$ cat config.mk
export PLATFORM = sky130hd
export DESIGN_NAME = asp_top
export DESIGN_NICKNAME = d
export VERILOG_FILES = /design/src/inc/asp_pkg.sv /design/src/rtl/asp_top.sv /design/src/rtl/asp_fifo.sv /design/src/rtl/asp_baud.sv
export SDC_FILE = /design/constraint.sdc
export NUM_CORES = 1
export LEC_CHECK = 0
export ABC_AREA = 1
export BUFFER_PORTS_ARGS = -buffer_cell sky130_fd_sc_hd__buf_4
export CAP_MARGIN = 10
export CORE_MARGIN = 2
export CORE_UTILIZATION = 60
export CTS_CLUSTER_SIZE = 8
export DETAILED_ROUTE_END_ITERATION = 8
export GPL_TIMING_DRIVEN = 0
export HOLD_SLACK_MARGIN = 0.05
export PLACE_DENSITY = 0.81
export SYNTH_ARGS = -nofsm -noshare
export SYNTH_HDL_FRONTEND = slang
export SYNTH_SLANG_ARGS = --single-unit
export TNS_END_PERCENT = 1
$ cat constraint.sdc
create_clock -name clk_i -period 3.6 [get_ports clk_i]
set_input_delay 0.9 -clock clk_i [delete_from_list [all_inputs] [get_ports clk_i]]
set_output_delay 0.9 -clock clk_i [all_outputs]
set_load 0.01 [all_outputs]
$ cat src/inc/asp_pkg.sv
package asp_pkg;

  // ********************************
  // Clocking and timing
  // ********************************
  localparam logic [7:0] CLK_MHZ = 8'h7d;
  localparam logic [7:0] REF_MHZ = 8'h18;

  // ********************************
  // Sizes and fixed counts
  // ********************************
  localparam int unsigned FIFO_DEPTH = 4;
  localparam int unsigned RTS_MIN_FREE = 2;
  localparam int unsigned OVR_AHEAD = 4;
  localparam int unsigned DIVN_W = 16;
  localparam int unsigned DIVF_W = 1;
  localparam int unsigned OFF_W = 16;
  localparam int unsigned CTRL_ID_DEF = 1;

  // ********************************
  // Controller mode field
  // ********************************
  localparam logic [1:0] MODE_OFF = 2'h0;
  localparam logic [1:0] MODE_UART = 2'h1;
  localparam logic [1:0] MODE_SPI = 2'h2;
  localparam logic [1:0] MODE_I2C = 2'h3;

  // ********************************
  // Carriers
  // ********************************
  typedef struct packed {
    logic sw_request_to_send;
    logic auto_request_control;
    logic flow_control_enable;
    logic data_8bit;
    logic odd_parity_select;
    logic parity_enable;
    logic two_stop_select;
  } asp_cfg_t;

  typedef struct packed {
    logic frame_err;
    logic parity_err;
    logic [7:0] data;
  } asp_rx_char_t;

  typedef enum logic [2:0] {
    TX_IDLE = 3'h0,
    TX_START = 3'h1,
    TX_DATA = 3'h2,
    TX_PAR = 3'h3,
    TX_STOP1 = 3'h4,
    TX_STOP2 = 3'h5
  } asp_tx_st_t;

  typedef enum logic [2:0] {
    RX_IDLE = 3'h0,
    RX_START = 3'h1,
    RX_DATA = 3'h2,
    RX_PAR = 3'h3,
    RX_STOP = 3'h4
  } asp_rx_st_t;

  // Even parity is XOR of the data bits, odd its inverse
  function automatic logic asp_parity(input logic [7:0] d,
                                      input logic eight,
                                      input logic odd);
    logic x;
    x = (^d[6:0]) ^ (eight & d[7]);
    return x ^ odd;
  endfunction

endpackage

$ cat src/rtl/asp_top.sv
// Notes on behaviour
// RQ1: Serial function only on controller one with mode written to 1.
// RQ2: Bit rate is 24 MHz over twice integer divisor plus fraction.
// RQ3: Software keeps the integer divisor at 8 or more.
// RQ4: Transmit one or two stop bits; receive needs only one.
// RQ5: Parity enable adds a parity bit in both directions.
// RQ6: Parity is XOR of data, inverted when odd; ignored if disabled.
// RQ7: Frame is start, 7 or 8 data LSB first, parity, stop.
// RQ8: Idle line is high; every character opens with a low start.
// RQ9: Four-entry FIFOs; data write pushes transmit, read pops receive.
// RQ10: DMA channels use the same FIFOs as the data port.
// RQ11: With flow control, start characters only while clear-to-send low.
// RQ12: Automatic request low while receive FIFO has two free entries.
// RQ13: Manual request follows the software request bit.
// RQ14: Flow control off ignores clear-to-send and leaves request idle.
// RQ15: DMA pop of flagged character records first error offset.
// RQ16: Overrun flags at once; offset recorded four characters ahead.
// RQ17: Error record clears on DMA reset or reload after unload.
// RQ18: Transmit idle event, edge or level per mode bit.
// RQ19: Transmit space event on full to not full, edge or level.
// RQ20: Receive data event on empty to not empty, edge or level.
// RQ21: Buffer complete event when a buffer active flag falls.
// RQ22: Separate parity, framing and overrun events.
// RQ23: Mode field: 0 off, 1 serial, 2 SPI, 3 I2C.
// RQ24: Start bit must stay low to mid-bit, else false start.
`timescale 1ns/1ns
`default_nettype none
module asp_top #(
  parameter int unsigned CTRL_ID = asp_pkg::CTRL_ID_DEF,
  parameter int unsigned DEPTH = asp_pkg::FIFO_DEPTH
) (
  input wire logic clk_i,
  input wire logic nrst_i,
  input wire logic [1:0] controller_mode_select_i,
  input wire logic [asp_pkg::DIVN_W-1:0] baud_integer_divisor_i,
  input wire logic [asp_pkg::DIVF_W-1:0] baud_fraction_divisor_i,
  input wire asp_pkg::asp_cfg_t char_format_config_i,
  input wire logic event_edge_level_select_i,
  input wire logic data_wr_i,
  input wire logic [7:0] data_wdata_i,
  input wire logic data_rd_i,
  input wire logic dma_tx_wr_i,
  input wire logic [7:0] dma_tx_wdata_i,
  input wire logic dma_rx_rd_i,
  input wire logic rx_dma_reset_i,
  input wire logic rx_dma_buf_sel_i,
  input wire logic [asp_pkg::OFF_W-1:0] rx_dma_count_i,
  input wire logic [1:0] rx_buffer_load_ab_i,
  input wire logic [1:0] tx_buffer_active_ab_i,
  input wire logic [1:0] rx_buffer_active_ab_i,
  input wire logic rxd_i,
  input wire logic ncts_i,
  output logic txd_o,
  output logic nrts_o,
  output asp_pkg::asp_rx_char_t rx_char_o,
  output logic tx_idle_flag_o,
  output logic tx_space_flag_o,
  output logic rx_valid_flag_o,
  output logic ev_tx_idle_o,
  output logic ev_tx_space_o,
  output logic ev_rx_valid_o,
  output logic [1:0] ev_tx_done_ab_o,
  output logic [1:0] ev_rx_done_ab_o,
  output logic ev_parity_err_o,
  output logic ev_frame_err_o,
  output logic rx_overrun_event_o,
  output logic [asp_pkg::OFF_W-1:0] rx_error_offset_a_o,
  output logic [asp_pkg::OFF_W-1:0] rx_error_offset_b_o,
  output logic [1:0] rx_error_valid_ab_o
);
  import asp_pkg::*;

  localparam int unsigned CW = $clog2(DEPTH + 1);
  localparam int unsigned BW = DIVN_W + 2;

  if (DEPTH < RTS_MIN_FREE) begin : g_chk
    $error("asp_top: receive FIFO shallower than request threshold");
  end

  // ********************************
  // Mode decode and reference tick
  // ********************************
  asp_cfg_t cfg;
  logic uart_en, ref_tick;
  logic [7:0] acc_q, acc_d, acc_sum;
  logic [BW-1:0] divisor;

  assign cfg = char_format_config_i;
  assign uart_en = (controller_mode_select_i == MODE_UART) &&
                   (CTRL_ID == 1); // [RQ1] [RQ23]
  assign acc_sum = acc_q + REF_MHZ;
  assign ref_tick = (acc_sum >= CLK_MHZ);
  assign divisor = {1'b0, baud_integer_divisor_i, 1'b0} +
                   BW'(baud_fraction_divisor_i); // [RQ2] [RQ3]

  always_comb begin
    acc_d = ref_tick ? acc_sum - CLK_MHZ : acc_sum; // [RQ2]
  end

  always_ff @(posedge clk_i or negedge nrst_i) begin
    if (!nrst_i) begin
      acc_q <= '0;
    end else begin
      acc_q <= acc_d;
    end
  end

  // ********************************
  // FIFOs shared by data port and DMA
  // ********************************
  logic tx_push, tx_pop, tx_full, tx_empty;
  logic [7:0] tx_in, tx_head;
  logic rx_push, rx_pop, rx_full, rx_empty;
  asp_rx_char_t rx_in, rx_head;
  logic [CW-1:0] rx_cnt;

  assign tx_push = data_wr_i || dma_tx_wr_i; // [RQ9] [RQ10]
  assign tx_in = data_wr_i ? data_wdata_i : dma_tx_wdata_i;
  assign rx_pop = data_rd_i || dma_rx_rd_i; // [RQ9] [RQ10]

  asp_fifo #(.W(8), .DEPTH(DEPTH)) u_txf (
    .clk_i(clk_i), .nrst_i(nrst_i), .flush_i(!uart_en),
    .push_i(tx_push), .data_i(tx_in), .pop_i(tx_pop),
    .data_o(tx_head), .count_o(), .full_o(tx_full),
    .empty_o(tx_empty)
  );

  asp_fifo #(.W(10), .DEPTH(DEPTH)) u_rxf (
    .clk_i(clk_i), .nrst_i(nrst_i), .flush_i(!uart_en),
    .push_i(rx_push), .data_i(rx_in), .pop_i(rx_pop),
    .data_o(rx_head), .count_o(rx_cnt), .full_o(rx_full),
    .empty_o(rx_empty)
  );

  // ********************************
  // Transmitter
  // ********************************
  asp_tx_st_t tx_st_q, tx_st_d;
  logic [7:0] tx_sh_q, tx_sh_d;
  logic [2:0] tx_bit_q, tx_bit_d, last_bit;
  logic tx_par_q, tx_par_d, txd_q, txd_d, tx_restart, tx_tick;

  assign last_bit = cfg.data_8bit ? 3'h7 : 3'h6;

  asp_baud #(.CNT_W(BW)) u_txb (
    .clk_i(clk_i), .nrst_i(nrst_i), .ref_tick_i(ref_tick),
    .restart_i(tx_restart), .divisor_i(divisor),
    .bit_tick_o(tx_tick), .mid_tick_o()
  );

  always_comb begin
    tx_st_d = tx_st_q;
    tx_sh_d = tx_sh_q;
    tx_bit_d = tx_bit_q;
    tx_par_d = tx_par_q;
    txd_d = txd_q;
    tx_pop = 1'b0;
    tx_restart = 1'b0;
    case (tx_st_q)
      TX_IDLE: begin
        txd_d = 1'b1; // [RQ8]
        if (uart_en && !tx_empty &&
            (!cfg.flow_control_enable || !ncts_i)) begin // [RQ11] [RQ14]
          tx_pop = 1'b1;
          tx_restart = 1'b1;
          tx_sh_d = tx_head;
          tx_par_d = asp_parity(tx_head, cfg.data_8bit,
                                cfg.odd_parity_select); // [RQ6]
          tx_bit_d = 3'h0;
          txd_d = 1'b0; // [RQ8]
          tx_st_d = TX_START;
        end
      end
      TX_START: begin
        if (tx_tick) begin
          txd_d = tx_sh_q[0]; // [RQ7]
          tx_st_d = TX_DATA;
        end
      end
      TX_DATA: begin
        if (tx_tick) begin
          if (tx_bit_q == last_bit) begin
            if (cfg.parity_enable) begin // [RQ5]
              txd_d = tx_par_q;
              tx_st_d = TX_PAR;
            end else begin
              txd_d = 1'b1;
              tx_st_d = TX_STOP1;
            end
          end else begin
            tx_sh_d = tx_sh_q >> 1; // [RQ7]
            txd_d = tx_sh_q[1];
            tx_bit_d = tx_bit_q + 3'h1;
          end
        end
      end
      TX_PAR: begin
        if (tx_tick) begin
          txd_d = 1'b1;
          tx_st_d = TX_STOP1;
        end
      end
      TX_STOP1: begin
        if (tx_tick) begin
          tx_st_d = cfg.two_stop_select ? TX_STOP2 : TX_IDLE; // [RQ4]
        end
      end
      TX_STOP2: begin
        if (tx_tick) begin
          tx_st_d = TX_IDLE;
        end
      end
      default: begin
        tx_st_d = TX_IDLE;
        txd_d = 1'b1;
      end
    endcase
    if (!uart_en) begin
      tx_st_d = TX_IDLE;
      txd_d = 1'b1;
    end
  end

  always_ff @(posedge clk_i or negedge nrst_i) begin
    if (!nrst_i) begin
      tx_st_q <= TX_IDLE;
      tx_sh_q <= '0;
      tx_bit_q <= '0;
      tx_par_q <= 1'b0;
      txd_q <= 1'b1;
    end else begin
      tx_st_q <= tx_st_d;
      tx_sh_q <= tx_sh_d;
      tx_bit_q <= tx_bit_d;
      tx_par_q <= tx_par_d;
      txd_q <= txd_d;
    end
  end

  // ********************************
  // Receiver
  // ********************************
  asp_rx_st_t rx_st_q, rx_st_d;
  logic [7:0] rx_sh_q, rx_sh_d, rx_data;
  logic [2:0] rx_bit_q, rx_bit_d;
  logic rx_perr_q, rx_perr_d, rx_restart, rx_mid, rx_done, rx_lost;

  assign rx_data = cfg.data_8bit ? rx_sh_q : {1'b0, rx_sh_q[7:1]};
  assign rx_done = (rx_st_q == RX_STOP) && rx_mid;
  assign rx_push = rx_done;
  assign rx_lost = rx_done && rx_full; // [RQ22]
  assign rx_in = '{frame_err: !rxd_i, parity_err: rx_perr_q,
                   data: rx_data};

  asp_baud #(.CNT_W(BW)) u_rxb (
    .clk_i(clk_i), .nrst_i(nrst_i), .ref_tick_i(ref_tick),
    .restart_i(rx_restart), .divisor_i(divisor),
    .bit_tick_o(), .mid_tick_o(rx_mid)
  );

  always_comb begin
    rx_st_d = rx_st_q;
    rx_sh_d = rx_sh_q;
    rx_bit_d = rx_bit_q;
    rx_perr_d = rx_perr_q;
    rx_restart = 1'b0;
    case (rx_st_q)
      RX_IDLE: begin
        rx_perr_d = 1'b0;
        if (uart_en && !rxd_i) begin // [RQ8]
          rx_restart = 1'b1;
          rx_st_d = RX_START;
        end
      end
      RX_START: begin
        if (ref_tick && rxd_i) begin
          rx_st_d = RX_IDLE; // [RQ24]
        end else if (rx_mid) begin
          rx_bit_d = 3'h0;
          rx_st_d = RX_DATA;
        end
      end
      RX_DATA: begin
        if (rx_mid) begin
          rx_sh_d = {rxd_i, rx_sh_q[7:1]}; // [RQ7]
          rx_bit_d = rx_bit_q + 3'h1;
          if (rx_bit_q == last_bit) begin
            rx_st_d = cfg.parity_enable ? RX_PAR : RX_STOP; // [RQ5]
          end
        end
      end
      RX_PAR: begin
        if (rx_mid) begin
          rx_perr_d = rxd_i != asp_parity(rx_data, cfg.data_8bit,
                                          cfg.odd_parity_select); // [RQ6]
          rx_st_d = RX_STOP;
        end
      end
      RX_STOP: begin
        if (rx_mid) begin
          rx_st_d = RX_IDLE; // [RQ4]
        end
      end
      default: begin
        rx_st_d = RX_IDLE;
      end
    endcase
    if (!uart_en) begin
      rx_st_d = RX_IDLE;
    end
  end

  always_ff @(posedge clk_i or negedge nrst_i) begin
    if (!nrst_i) begin
      rx_st_q <= RX_IDLE;
      rx_sh_q <= '0;
      rx_bit_q <= '0;
      rx_perr_q <= 1'b0;
    end else begin
      rx_st_q <= rx_st_d;
      rx_sh_q <= rx_sh_d;
      rx_bit_q <= rx_bit_d;
      rx_perr_q <= rx_perr_d;
    end
  end

  // ********************************
  // Flow control, flags and events
  // ********************************
  logic nrts_d, room2;
  logic [2:0] fl_q, fl_d, evf_d;
  logic [1:0] txa_q, rxa_q;
  logic [2:0] everr_q, everr_d;
  logic [2:0] evf_q;
  logic [1:0] evtd_q, evrd_q;
  asp_rx_char_t rx_char_q;

  assign room2 = (CW'(DEPTH) - rx_cnt) >= CW'(RTS_MIN_FREE);

  always_comb begin
    if (!cfg.flow_control_enable) begin
      nrts_d = 1'b1; // [RQ14]
    end else if (cfg.auto_request_control) begin
      nrts_d = !room2; // [RQ12]
    end else begin
      nrts_d = !cfg.sw_request_to_send; // [RQ13]
    end
    fl_d = {tx_empty && (tx_st_q == TX_IDLE), !tx_full, !rx_empty};
    evf_d = event_edge_level_select_i ? fl_d
                                      : fl_d & ~fl_q; // [RQ18] [RQ19] [RQ20]
    everr_d = {rx_done && rx_perr_q, rx_done && !rxd_i,
               rx_lost}; // [RQ22] [RQ16]
  end

  always_ff @(posedge clk_i or negedge nrst_i) begin
    if (!nrst_i) begin
      nrts_o <= 1'b1;
      fl_q <= 3'h6; // Idle levels, no false edge
      rx_char_q <= '0;
      evf_q <= '0;
      everr_q <= '0;
      txa_q <= '0;
      rxa_q <= '0;
      evtd_q <= '0;
      evrd_q <= '0;
    end else begin
      nrts_o <= nrts_d;
      rx_char_q <= rx_head;
      fl_q <= fl_d;
      evf_q <= evf_d;
      everr_q <= everr_d;
      txa_q <= tx_buffer_active_ab_i;
      rxa_q <= rx_buffer_active_ab_i;
      evtd_q <= txa_q & ~tx_buffer_active_ab_i; // [RQ21]
      evrd_q <= rxa_q & ~rx_buffer_active_ab_i; // [RQ21]
    end
  end

  // ********************************
  // Receive DMA error offsets
  // ********************************
  logic [OFF_W-1:0] off_q [2];
  logic [OFF_W-1:0] off_d [2];
  logic [1:0] vld_q, vld_d;

  always_comb begin
    off_d = off_q;
    vld_d = vld_q;
    for (int b = 0; b < 2; b++) begin
      if (rx_dma_reset_i ||
          (rx_buffer_load_ab_i[b] && !rx_buffer_active_ab_i[b])) begin
        vld_d[b] = 1'b0; // [RQ17]
      end
      if (!vld_q[b] && (rx_dma_buf_sel_i == b[0])) begin
        if (rx_lost) begin
          off_d[b] = rx_dma_count_i + OFF_W'(OVR_AHEAD); // [RQ16]
          vld_d[b] = 1'b1;
        end else if (dma_rx_rd_i && !rx_empty &&
                     (rx_head.parity_err || rx_head.frame_err)) begin
          off_d[b] = rx_dma_count_i; // [RQ15]
          vld_d[b] = 1'b1;
        end
      end
    end
  end

  always_ff @(posedge clk_i or negedge nrst_i) begin
    if (!nrst_i) begin
      off_q[0] <= '0;
      off_q[1] <= '0;
      vld_q <= '0;
    end else begin
      off_q <= off_d;
      vld_q <= vld_d;
    end
  end

  // ********************************
  // Outputs
  // ********************************
  assign txd_o = txd_q;
  assign rx_char_o = rx_char_q;
  assign {tx_idle_flag_o, tx_space_flag_o, rx_valid_flag_o} = fl_q;
  assign {ev_tx_idle_o, ev_tx_space_o, ev_rx_valid_o} = evf_q;
  assign {ev_parity_err_o, ev_frame_err_o, rx_overrun_event_o} = everr_q;
  assign ev_tx_done_ab_o = evtd_q;
  assign ev_rx_done_ab_o = evrd_q;
  assign rx_error_offset_a_o = off_q[0];
  assign rx_error_offset_b_o = off_q[1];
  assign rx_error_valid_ab_o = vld_q;
endmodule
`default_nettype wire

$ cat src/rtl/asp_fifo.sv
`timescale 1ns/1ns
`default_nettype none
module asp_fifo #(
  parameter int unsigned W = 8,
  parameter int unsigned DEPTH = 4,
  parameter int unsigned CW = $clog2(DEPTH + 1)
) (
  input wire logic clk_i,
  input wire logic nrst_i,
  input wire logic flush_i,
  input wire logic push_i,
  input wire logic [W-1:0] data_i,
  input wire logic pop_i,
  output logic [W-1:0] data_o,
  output logic [CW-1:0] count_o,
  output logic full_o,
  output logic empty_o
);
  localparam int unsigned PW = (DEPTH > 1) ? $clog2(DEPTH) : 1;

  if (DEPTH < 2 || (DEPTH & (DEPTH - 1)) != 0) begin : g_chk
    $error("asp_fifo: depth must be a power of two of at least 2");
  end

  logic [W-1:0] mem_q [DEPTH];
  logic [W-1:0] mem_d [DEPTH];
  logic [PW-1:0] rd_q, rd_d, wr_q, wr_d;
  logic [CW-1:0] cnt_q, cnt_d;
  logic do_push, do_pop;

  assign full_o = (cnt_q == CW'(DEPTH));
  assign empty_o = (cnt_q == '0);
  assign data_o = mem_q[rd_q];
  assign count_o = cnt_q;
  assign do_push = push_i && !full_o;
  assign do_pop = pop_i && !empty_o;

  always_comb begin
    mem_d = mem_q;
    rd_d = rd_q;
    wr_d = wr_q;
    cnt_d = cnt_q;
    if (flush_i) begin
      rd_d = '0;
      wr_d = '0;
      cnt_d = '0;
    end else begin
      if (do_push) begin
        mem_d[wr_q] = data_i;
        wr_d = wr_q + 1'b1;
      end
      if (do_pop) begin
        rd_d = rd_q + 1'b1;
      end
      cnt_d = cnt_q + CW'(do_push) - CW'(do_pop);
    end
  end

  always_ff @(posedge clk_i or negedge nrst_i) begin
    if (!nrst_i) begin
      for (int i = 0; i < DEPTH; i++) begin
        mem_q[i] <= '0;
      end
      rd_q <= '0;
      wr_q <= '0;
      cnt_q <= '0;
    end else begin
      mem_q <= mem_d;
      rd_q <= rd_d;
      wr_q <= wr_d;
      cnt_q <= cnt_d;
    end
  end
endmodule
`default_nettype wire

$ cat src/rtl/asp_baud.sv
`timescale 1ns/1ns
`default_nettype none
module asp_baud #(
  parameter int unsigned CNT_W = 17
) (
  input wire logic clk_i,
  input wire logic nrst_i,
  input wire logic ref_tick_i,
  input wire logic restart_i,
  input wire logic [CNT_W-1:0] divisor_i,
  output logic bit_tick_o,
  output logic mid_tick_o
);
  if (CNT_W < 4) begin : g_chk
    $error("asp_baud: counter too narrow");
  end

  logic [CNT_W-1:0] cnt_q, cnt_d, last;

  assign last = divisor_i - 1'b1;
  assign bit_tick_o = ref_tick_i && !restart_i && (cnt_q == last);
  assign mid_tick_o = ref_tick_i && !restart_i &&
                      (cnt_q == (divisor_i >> 1));

  always_comb begin
    cnt_d = cnt_q;
    if (restart_i) begin
      cnt_d = '0;
    end else if (ref_tick_i) begin
      cnt_d = (cnt_q >= last) ? '0 : cnt_q + 1'b1;
    end
  end

  always_ff @(posedge clk_i or negedge nrst_i) begin
    if (!nrst_i) begin
      cnt_q <= '0;
    end else begin
      cnt_q <= cnt_d;
    end
  end
endmodule
`default_nettype wire

==> flow_summary.toml, run 1 <==
[run_status]
outcome = "completed"

[power]
clockPowerShare = 0.400
vdd_drop_max_uv = 321
p_sw_uw = 1890
intPower_uw = 4850
p_comb_frac = 0.166
switching_share = 0.281
seq_power_share = 0.434
leakage_uw = 0.00820
powerDensity_nw_per_um2 = 433

[die]
fp.dieW_um = 152
core_um2 = 21600
start_util = 0.606
dieArea_um2 = 23000
die_h_um = 152
ios = 134
rows = 54

[clocking]
clkLatencyLatePin_ns = 0.57
cts-root-buf = "clkbuf_16"
hold_buffers = 0
cts_tree = "done"
cts_num_sinks = 223
cts_buffers = 31
clkTransAtPathRegs_ns = 0.05
cts_buffer_depth = 3
h-tree-depth = 1

[critical_path]
critPathTopFamily = "simple AND/OR/NAND/NOR gates"
cp_cell_sequence = "buf_4 -> inv_1 -> ha_4 -> nand2_1 -> nor2_4 -> nand3_1 -> nor2_2 -> nand3_2 -> nor3_2 -> xor2_1 -> ha_1 -> nand2_1 -> nor2_2 -> nand4_1 -> nor2_1 -> nand3_2 -> nor2_4 -> buf_4 -> nor2_1 -> inv_1 -> nand2_1 -> nand2_1 -> nand2_1"
worst_r2r_path_depth = 18
critical_path_buf_inv_count = 4
cp-start-kind = "input pin"
cp-end-kind = "flop"
reg2reg_to = "u_rxf.count_o[2]"
arrival_ns = 3.91
required_ns = 4.06
worstSetupPathType = "input pin to flop"
slowest_delay_ns = 0.31
path_depth = 23
crit_top_cell = "nand2_1"
reg2reg_slack_ns = 0.47
crit_fanout = 5
rr_startpoint = "acc_q[3]"
crit_slowest_cell = "ha_1"

[yosys]
synth_seq_area_share = 0.426
postSynthCellCount = 1664
synthesis.area_um2 = 13100
synthFlopType = "dfrtp_1"
synth_area_leaders = "dfrtp_1 42%, nand2_1 15%, ha_1 5.7%"
syn_avg_cell_area_um2 = 7.87
synth_nets = 1801
yosysTopAreaCellShare = 0.418
ys_seq_elements = 223
yosys_warnings = 0
synthArstFlopShare = 1.00
synth_top_cell_by_area = "dfrtp_1"
synth-edff-count = 0
yosys.cell_types.count = 46

[sta]
slew_violations = 0
tightest_slew_ns = 0.948
setup_violations = 0
rsz0062_at_grt = "yes"
min_period_over_period = 0.958
setup_slack_ns = 0.152
max_slew_margin = 0.368
finalClockSkew_ns = 0.0214
hold_viol_final = 0
fin_crit_ns = 3.45
clock.fmax_mhz = 290
fin_tns_setup_ns = 0

[place]
place_ws_ns = -0.682
portBuffers = 132
gp_congestion = 0.949
dp_hpwl_mm = 23.1

[global_route]
antenna_found_initial = 0
grt_usage = 0.282
grt_pass1_vias = 11250
grt_pass1_wl_mm = 52.9
grt_max_degree = 85
grt_overflow = 0

[drt]
drt-total-wl_mm = 32.4
ant_nets = 0
drc_errors = 0
first_pass_iters = 6
drt_iter0_drc = 788
wl_per_cell_um = 15.1
via_per_inst = 5.51
vias = 11778

[final_layout]
layout-drive-gt1-share = 0.150
area_delta_synth_final_pct = 18.8
diodes = 0
finish.net_count = 1971

[hold_path]
worstHoldPathType = "input pin to asynchronous set/reset pin"

[flow_run]
maxCapViolations = 0
[final cells by class]
cell class / count / area [µm²]
Buffer: 53 / 287
Sequential cell: 223 / 5590
Multi-Input combinational cell: 1219 / 6750
Fill cell: 1744 / 6050
Inverter: 169 / 634
Timing Repair Buffer: 137 / 1080
Tap cell: 280 / 350
Clock inverter: 1 / 20.0
Clock buffer: 57 / 873
[cell usage after synthesis, types with 2 or more instances]
cell type	count
buf_2	10
nand3b_1	4
a21oi_1	44
nand4_1	72
ha_1	60
clkbuf_1	32
a31oi_1	2
nand3_1	113
o211ai_1	5
xor2_1	49
fa_1	2
dfstp_2	4
nand2_1	516
o21a_1	3
inv_1	163
buf_6	8
a211oi_1	2
o21ai_0	72
buf_1	2
o22ai_1	13
o21ai_1	6
xnor2_1	24
nor2_1	132
a21boi_4	2
nor3_2	2
nand2_2	2
nor2_2	3
nor3_1	27
inv_2	5
a21boi_0	2
nand3_4	5
dfrtp_1	219
nand2_4	5
mux2_2	37
nor4_1	6
[worst register-to-register path, stage by stage (launching register included)]
cell and delay, ns:
dfrtp_1 0.40, inv_2 0.11, ha_1 0.17, inv_1 0.04
nand2_1 0.06, nand2_1 0.11, nor2_2 0.14, nand3_1 0.13
nand2_4 0.16, nand2_4 0.12, nor2_8 0.24, nand2_4 0.10
nor2_4 0.12, buf_2 0.26, ha_1 0.18, inv_1 0.04
fa_1 0.37, xor2_1 0.17, nor2_1 0.05
[logic make-up after synthesis]
family,count (synthesis),share of synthesized area
AOI/OAI and AO/OA,155,0.0660
xor gates and xnor gates,73,0.0488
adders and majority gates,62,0.0603
buffers and inverters,222,0.0694
DFF,223,0.426
muxes,37,0.0318
and+or+nand+nor,892,0.297
[what timing repair did]
action	CTS	global route
endpoints found under the setup margin	28	43
pin swaps	1	4
gates resized for setup	4	29
buffers inserted	0	3
hold endpoints to repair	0	0
[power by group through the flow]
stage,logic [µW],clock network [µW],registers [µW]
6_report,1120,2700,2930
5_1_grt,1290,2840,2950
4_1_cts,1120,2740,2920
3_5_place_dp,1110,0,2960
3_3_place_gp,1050,0,2950
2_1_floorplan,661,0,2950
[worst max path at each step]
stage | from | endpoint | slack, ns
after CTS | baud_fraction_divisor_i | tx_sh_q[1] | 0.01
after global placement | baud_fraction_divisor_i | u_rxb.cnt_q[8] | -0.54
after detailed placement | baud_fraction_divisor_i | u_rxb.cnt_q[12] | -0.68
final | baud_integer_divisor_i[0] | tx_st_q[1] | 0.15
after global routing | baud_integer_divisor_i[0] | tx_st_q[1] | -0.07
after floorplan | baud_fraction_divisor_i | tx_sh_q[2] | 0.04
[stage by stage]
step	cell area [µm²]	utilization	power (µW)	hold WS (ns)	std cells
after detailed placement	14500	0.672	4070	0.447	2078
after global routing	15600	0.720	7080	0.301	2139
final	15600	0.720	6750	0.258	2139
after global placement	14500	0.670	4000	0.438	2076
after floorplan	13100	-	3610	0.434	1664
after CTS	15500	0.715	6780	0.273	2136
[placed cells by master (no fill, tap or decap), types with 5 or more instances in the layout]
| cell | count |
|---|---|
| nand3_2 | 5 |
| dfrtp_1 | 219 |
| nand3_4 | 5 |
| inv_2 | 7 |
| o21ai_0 | 72 |
| buf_2 | 10 |
| inv_1 | 161 |
| a21oi_1 | 44 |
| nand2_4 | 6 |
| o21ai_1 | 6 |
| o211ai_1 | 5 |
| ha_1 | 58 |
| clkbuf_1 | 56 |
| nand3_1 | 108 |
| nor2_1 | 129 |
| clkbuf_16 | 31 |
| xor2_1 | 49 |
| buf_4 | 136 |
| buf_6 | 9 |
| nand2_1 | 513 |
| nand4_1 | 72 |
| o22ai_1 | 13 |
| nor4_1 | 6 |
| mux2_2 | 37 |
| xnor2_1 | 24 |
| nor3_1 | 23 |
[sequential cells by signal, summed over array words and instances (netlist names), 8 cells and up]
register and cells:
rx_char_o 10, u_rxb.cnt_q 18, u_rxf.mem_q 40, u_txf.mem_q 32
rx_error_offset_a_o 16, rx_sh_q 8, acc_q 8, rx_error_offset_b_o 16
u_txb.cnt_q 18, tx_sh_q 8
[layer usage]
layer,global-route usage,wire [µm]
met5,0,0
met1,0.372,13600
met2,0.495,16300
met3,0.0359,1810
met4,0.0708,643
Note: power is estimated with default switching activity, not from simulation.
==> run 2: changes to the inputs <==
--- a/config.mk
+++ b/config.mk
@@ -12,7 +12,6 @@
 export CORE_UTILIZATION = 60
 export CTS_CLUSTER_SIZE = 8
 export DETAILED_ROUTE_END_ITERATION = 8
-export GPL_TIMING_DRIVEN = 0
 export HOLD_SLACK_MARGIN = 0.05
 export PLACE_DENSITY = 0.81
 export SYNTH_ARGS = -nofsm -noshare
==> flow_summary.toml, run 2 (synthesized netlist as in run 1, its figures left out) <==
[run_status]
outcome = "completed"

[clocking]
cts-root-buf = "clkbuf_16"
ctsResizeCount = 0
cts_tree = "done"
hold_buffers = 0
cts_buffers = 31
cts_setup_buffers = 0
clkTransAtPathRegs_ns = 0.05
clkLatencyLatePin_ns = 0.56
cts_num_sinks = 223
cts_buffer_depth = 3
h-tree-depth = 1

[die]
dieArea_um2 = 23000
start_util = 0.606
die_h_um = 152
rows = 54
core_um2 = 21600
ios = 134
fp.dieW_um = 152

[flow_run]
maxCapViolations = 0

[critical_path]
required_ns = 4.05
worst_r2r_path_depth = 16
arrival_ns = 3.70
crit_fanout = 4
worstSetupPathType = "input pin to flop"
cp-start-kind = "input pin"
cp-end-kind = "flop"

[sta]
rsz0062_at_grt = "no"
hold_viol_final = 0
hold_slack_ns = 0.332
finalClockSkew_ns = 0.0167
fin_crit_ns = 3.25
setup_violations = 0
max_slew_margin = 0.434
min_period_over_period = 0.902
tightest_slew_ns = 0.849
fin_tns_setup_ns = 0
clock.fmax_mhz = 308
slew_violations = 0

[drt]
vias = 11600
first_pass_iters = 5
via_per_inst = 5.47
drc_errors = 0
drt-total-wl_mm = 31.5
wl_per_cell_um = 14.8
drt_iter0_drc = 741
ant_nets = 0

[final_layout]
finish.net_count = 1964
fin_cells = 2122
final_util = 0.718
layout_common_cells = "516 x nand2_1, 219 x dfrtp_1, 175 x buf_4"
layout-drive-gt1-share = 0.157
largest_register_ffs = 40
final_common_cell = "nand2_1"
top_register = "u_rxf.mem_q"
diodes = 0
area_delta_synth_final_pct = 18.5
largestRegisters = "u_rxf.mem_q (40), u_txf.mem_q (32)"

[place]
gp_congestion = 0.937
dp_hpwl_mm = 22.3
portBuffers = 133
placedCellCount = 2073

[power]
total_power_uw = 6670
powerDensity_nw_per_um2 = 429
vdd_drop_max_uv = 290
leakage_uw = 0.00826

[global_route]
grt_max_degree = 85
grtUsageMet2 = 0.482
antenna_found_initial = 0
grt_usage = 0.278
grt_pass1_vias = 11141
gr-usage-met1 = 0.370
grt.busiest_layer = "met2"
grt_overflow = 0
grt_pass1_wl_mm = 52.5
grt_use_met3 = 0.0326

[hold_path]
worstHoldPathType = "input pin to asynchronous set/reset pin"
[run 2: changes by cell type in the layout (fill, tap and decap cells not counted), moves of 3 or more]
cell and change:
nand3_1 +5, nor3_4 -3, buf_6 -8, buf_12 +6, nand2_1 +3, clkbuf_1 -40
nand2_2 -3, buf_4 +39, buf_2 -10, nor3_2 +3, nand3_2 -5
[run 2: per-layer routing]
layer	vias to the layer above	share of wire	wire length, µm
met3	65	0.052	1650
met4	0	0.023	736
li1	5745	-	-
met2	332	0.50	15800
met5	-	0	0
met1	5458	0.42	13400
[run 2: report_power, final]
group | total, µW | internal [µW] | switching (µW)
combinational | 1110 | 491 | 621
sequential | 2930 | 2760 | 172
clock | 2630 | 1570 | 1060
[run 2: through the flow]
step	instance area [µm²]	setup WS, ns
5_1_grt	15500	0.00460
2_1_floorplan	13100	0.0426
6_report	15500	0.351
3_3_place_gp	14700	-0.0617
3_5_place_dp	14700	-0.205
4_1_cts	15500	0.364
[run 2: critical path, stage by stage]
cell	delay, ns
buf_4	0.12
nor2_1	0.10
nand2_1	0.08
nor3_2	0.15
nand3_1	0.14
nor3_2	0.19
nand3_1	0.18
nor3_2	0.20
nand3_1	0.13
ha_1	0.31
nand2_1	0.06
nor2_1	0.14
nand4_1	0.09
nor2_1	0.10
nand3_1	0.13
buf_4	0.16
o21bai_1	0.11
nand2_1	0.06
nand2_1	0.12
nand2_1	0.09
nand2_1	0.07
nand2_1	0.05
[run 2: final cells by class]
type	instances	area, µm²
flip-flops and latches	223	5590
multi-input cells	1219	6640
clock buffers	47	836
clock inverters	1	20.0
repair buffers	183	1460
fillers	1698	6090
inverters	169	634
well taps	280	350
[run 2: path summary, 6_finish.rpt]
kind                                            from        endpoint  slack (ns)
hold / removal                                nrst_i    rx_char_o[4]        0.33
max in group asynchronous                     nrst_i           txd_o        2.43
hold reg to reg                              fl_q[0]        evf_q[0]        0.46
setup reg to reg                            acc_q[3]  u_rxf.mem_q[3]        0.74
min in group clk_i          tx_buffer_active_ab_i[1]        txa_q[1]        0.46
setup / recovery           baud_integer_divisor_i[0]      tx_st_q[1]        0.35
==> run 3: changes to the inputs <==
--- a/config.mk
+++ b/config.mk
@@ -13,7 +13,7 @@
 export CTS_CLUSTER_SIZE = 8
 export DETAILED_ROUTE_END_ITERATION = 8
 export HOLD_SLACK_MARGIN = 0.05
-export PLACE_DENSITY = 0.81
+export PLACE_DENSITY = 0.79
 export SYNTH_ARGS = -nofsm -noshare
 export SYNTH_HDL_FRONTEND = slang
 export SYNTH_SLANG_ARGS = --single-unit
==> flow_summary.toml, run 3 (synthesized netlist as in run 1, its figures left out) <==
[run_status]
outcome = "completed"

[die]
start_util = 0.606
fp.dieW_um = 152
dieArea_um2 = 23000
rows = 54
core_um2 = 21600
ios = 134
die_h_um = 152

[clocking]
h-tree-depth = 1
cts_buffers = 31
cts_tree = "done"
cts_num_sinks = 223
clkTransAtPathRegs_ns = 0.05
cts_buffer_depth = 3
hold_buffers = 0
clkLatencyLatePin_ns = 0.57
cts-root-buf = "clkbuf_16"

[power]
powerDensity_nw_per_um2 = 427
switching_share = 0.280
p_sw_uw = 1870
vdd_drop_max_uv = 381
leakage_uw = 0.00830
intPower_uw = 4820
clockPowerShare = 0.394
seq_power_share = 0.439
p_comb_frac = 0.168

[place]
portBuffers = 133
placedCellCount = 2076
place_ws_ns = -0.472
gp_congestion = 0.887
dp_hpwl_mm = 22.2

[critical_path]
cp-start-kind = "input pin"
arrival_ns = 3.93
slowest_delay_ns = 0.32
startpoint = "baud_integer_divisor_i[0]"
required_ns = 4.04
crit_top_cell = "nor3_4"
critPathTopFamily = "simple AND/OR/NAND/NOR gates"
worstSetupPathType = "input pin to flop"
cp_cell_sequence = "buf_4 -> nor2_4 -> nand2_2 -> nor3_4 -> nand3_2 -> nor3_4 -> nand3_2 -> nor3_4 -> xor2_2 -> ha_1 -> nand2_1 -> nor2_2 -> nand4_1 -> nor2_1 -> nand3_1 -> buf_4 -> nand4_1 -> clkinvlp_4 -> buf_12 -> nand3_1 -> nand2_1"
critical_path_buf_inv_count = 4
crit_slowest_cell = "ha_1"
crit_fanout = 16
cp-end-kind = "flop"
rr_startpoint = "acc_q[3]"

[global_route]
antenna_found_initial = 0
grt_pass1_wl_mm = 53.7
grt_max_degree = 70
grt_usage = 0.286
grt_overflow = 0
grt_pass1_vias = 11293

[sta]
max_slew_margin = 0.439
tightest_slew_ns = 0.841
setup_violations = 0
hold_viol_final = 0
fin_tns_setup_ns = 0
hold_slack_ns = 0.281
min_period_over_period = 0.970
finalClockSkew_ns = 0.0166
setup_slack_ns = 0.108
fin_crit_ns = 3.49
clock.fmax_mhz = 286
slew_violations = 0

[final_layout]
top_register = "u_rxf.mem_q"
layout_common_cells = "513 x nand2_1, 219 x dfrtp_1, 180 x buf_4"
final_common_cell = "nand2_1"
finish.net_count = 1970
final_util = 0.724
fin_cells = 2128
largestRegisters = "u_rxf.mem_q (40), u_txf.mem_q (32)"
largest_register_ffs = 40
area_delta_synth_final_pct = 19.5
layout-drive-gt1-share = 0.166
diodes = 0

[drt]
via_per_inst = 5.51
vias = 11728
ant_nets = 0
first_pass_iters = 6
wl_per_cell_um = 15.2
drc_errors = 0
drt_iter0_drc = 679
drt-total-wl_mm = 32.3

[hold_path]
worstHoldPathType = "input pin to asynchronous set/reset pin"

[flow_run]
maxCapViolations = 0
-- run 3: worst reg2reg max path, delay by kind of cell, from the launching register on --
| family | cells | cell delay, ns |
|---|---|---|
| buffers and inverters | 3 | 0.20 |
| and+or+nand+nor | 10 | 1.29 |
| DFF | 1 | 0.39 |
| xor gates and xnor gates | 1 | 0.16 |
| adders and majority gates | 3 | 0.73 |
-- run 3: routing by layer --
layer  vias to the layer above  GRT usage  part of all wire
met2                       385      0.486              0.50
met1                      5506      0.379              0.42
met4                         0     0.0949             0.026
met3                        75     0.0383             0.055
li1                       5762          -                 -
met5                         -          0                 0
-- run 3: area by class of cell --
class / count / area [µm²]
clock buffers: 47 / 836
clock inverters: 1 / 20.0
fillers: 1688 / 5960
inverters: 169 / 638
multi-input cells: 1219 / 6720
flip-flops and latches: 223 / 5590
well taps: 280 / 350
repair buffers: 189 / 1520
-- run 3: final timing paths --
kind                                      endpoint  slack (ns)  cells past startpoint
min in group clk_i                        evf_q[0]        0.45                      1
hold reg to reg                           evf_q[0]        0.45                      1
setup / recovery                    u_txb.cnt_q[8]        0.11                     21
max in group asynchronous  rx_error_offset_b_o[13]        2.51                      2
setup reg to reg                  u_rxf.count_o[2]        0.71                     17
hold / removal                     u_rxf.mem_q[34]        0.28                      1
-- run 3: power groups by stage --
stage	Clock, µW	Combinational, µW	Sequential [µW]
after floorplan	0	661	2950
after global routing	2800	1290	2970
after global placement	0	1070	2960
after CTS	2680	1120	2930
final	2640	1120	2940
after detailed placement	0	1110	2970
-- run 3: what timing repair did --
action	CTS	global route
buffers inserted	0	3
resized for setup	0	17
endpoints found under the setup margin	0	26
-- run 3: metrics by stage --
step | total power (µW) | instance area, µm²
6_report | 6690 | 15700
3_3_place_gp | 4030 | 14700
4_1_cts | 6730 | 15500
3_5_place_dp | 4080 | 14700
5_1_grt | 7060 | 15700
2_1_floorplan | 3610 | 13100
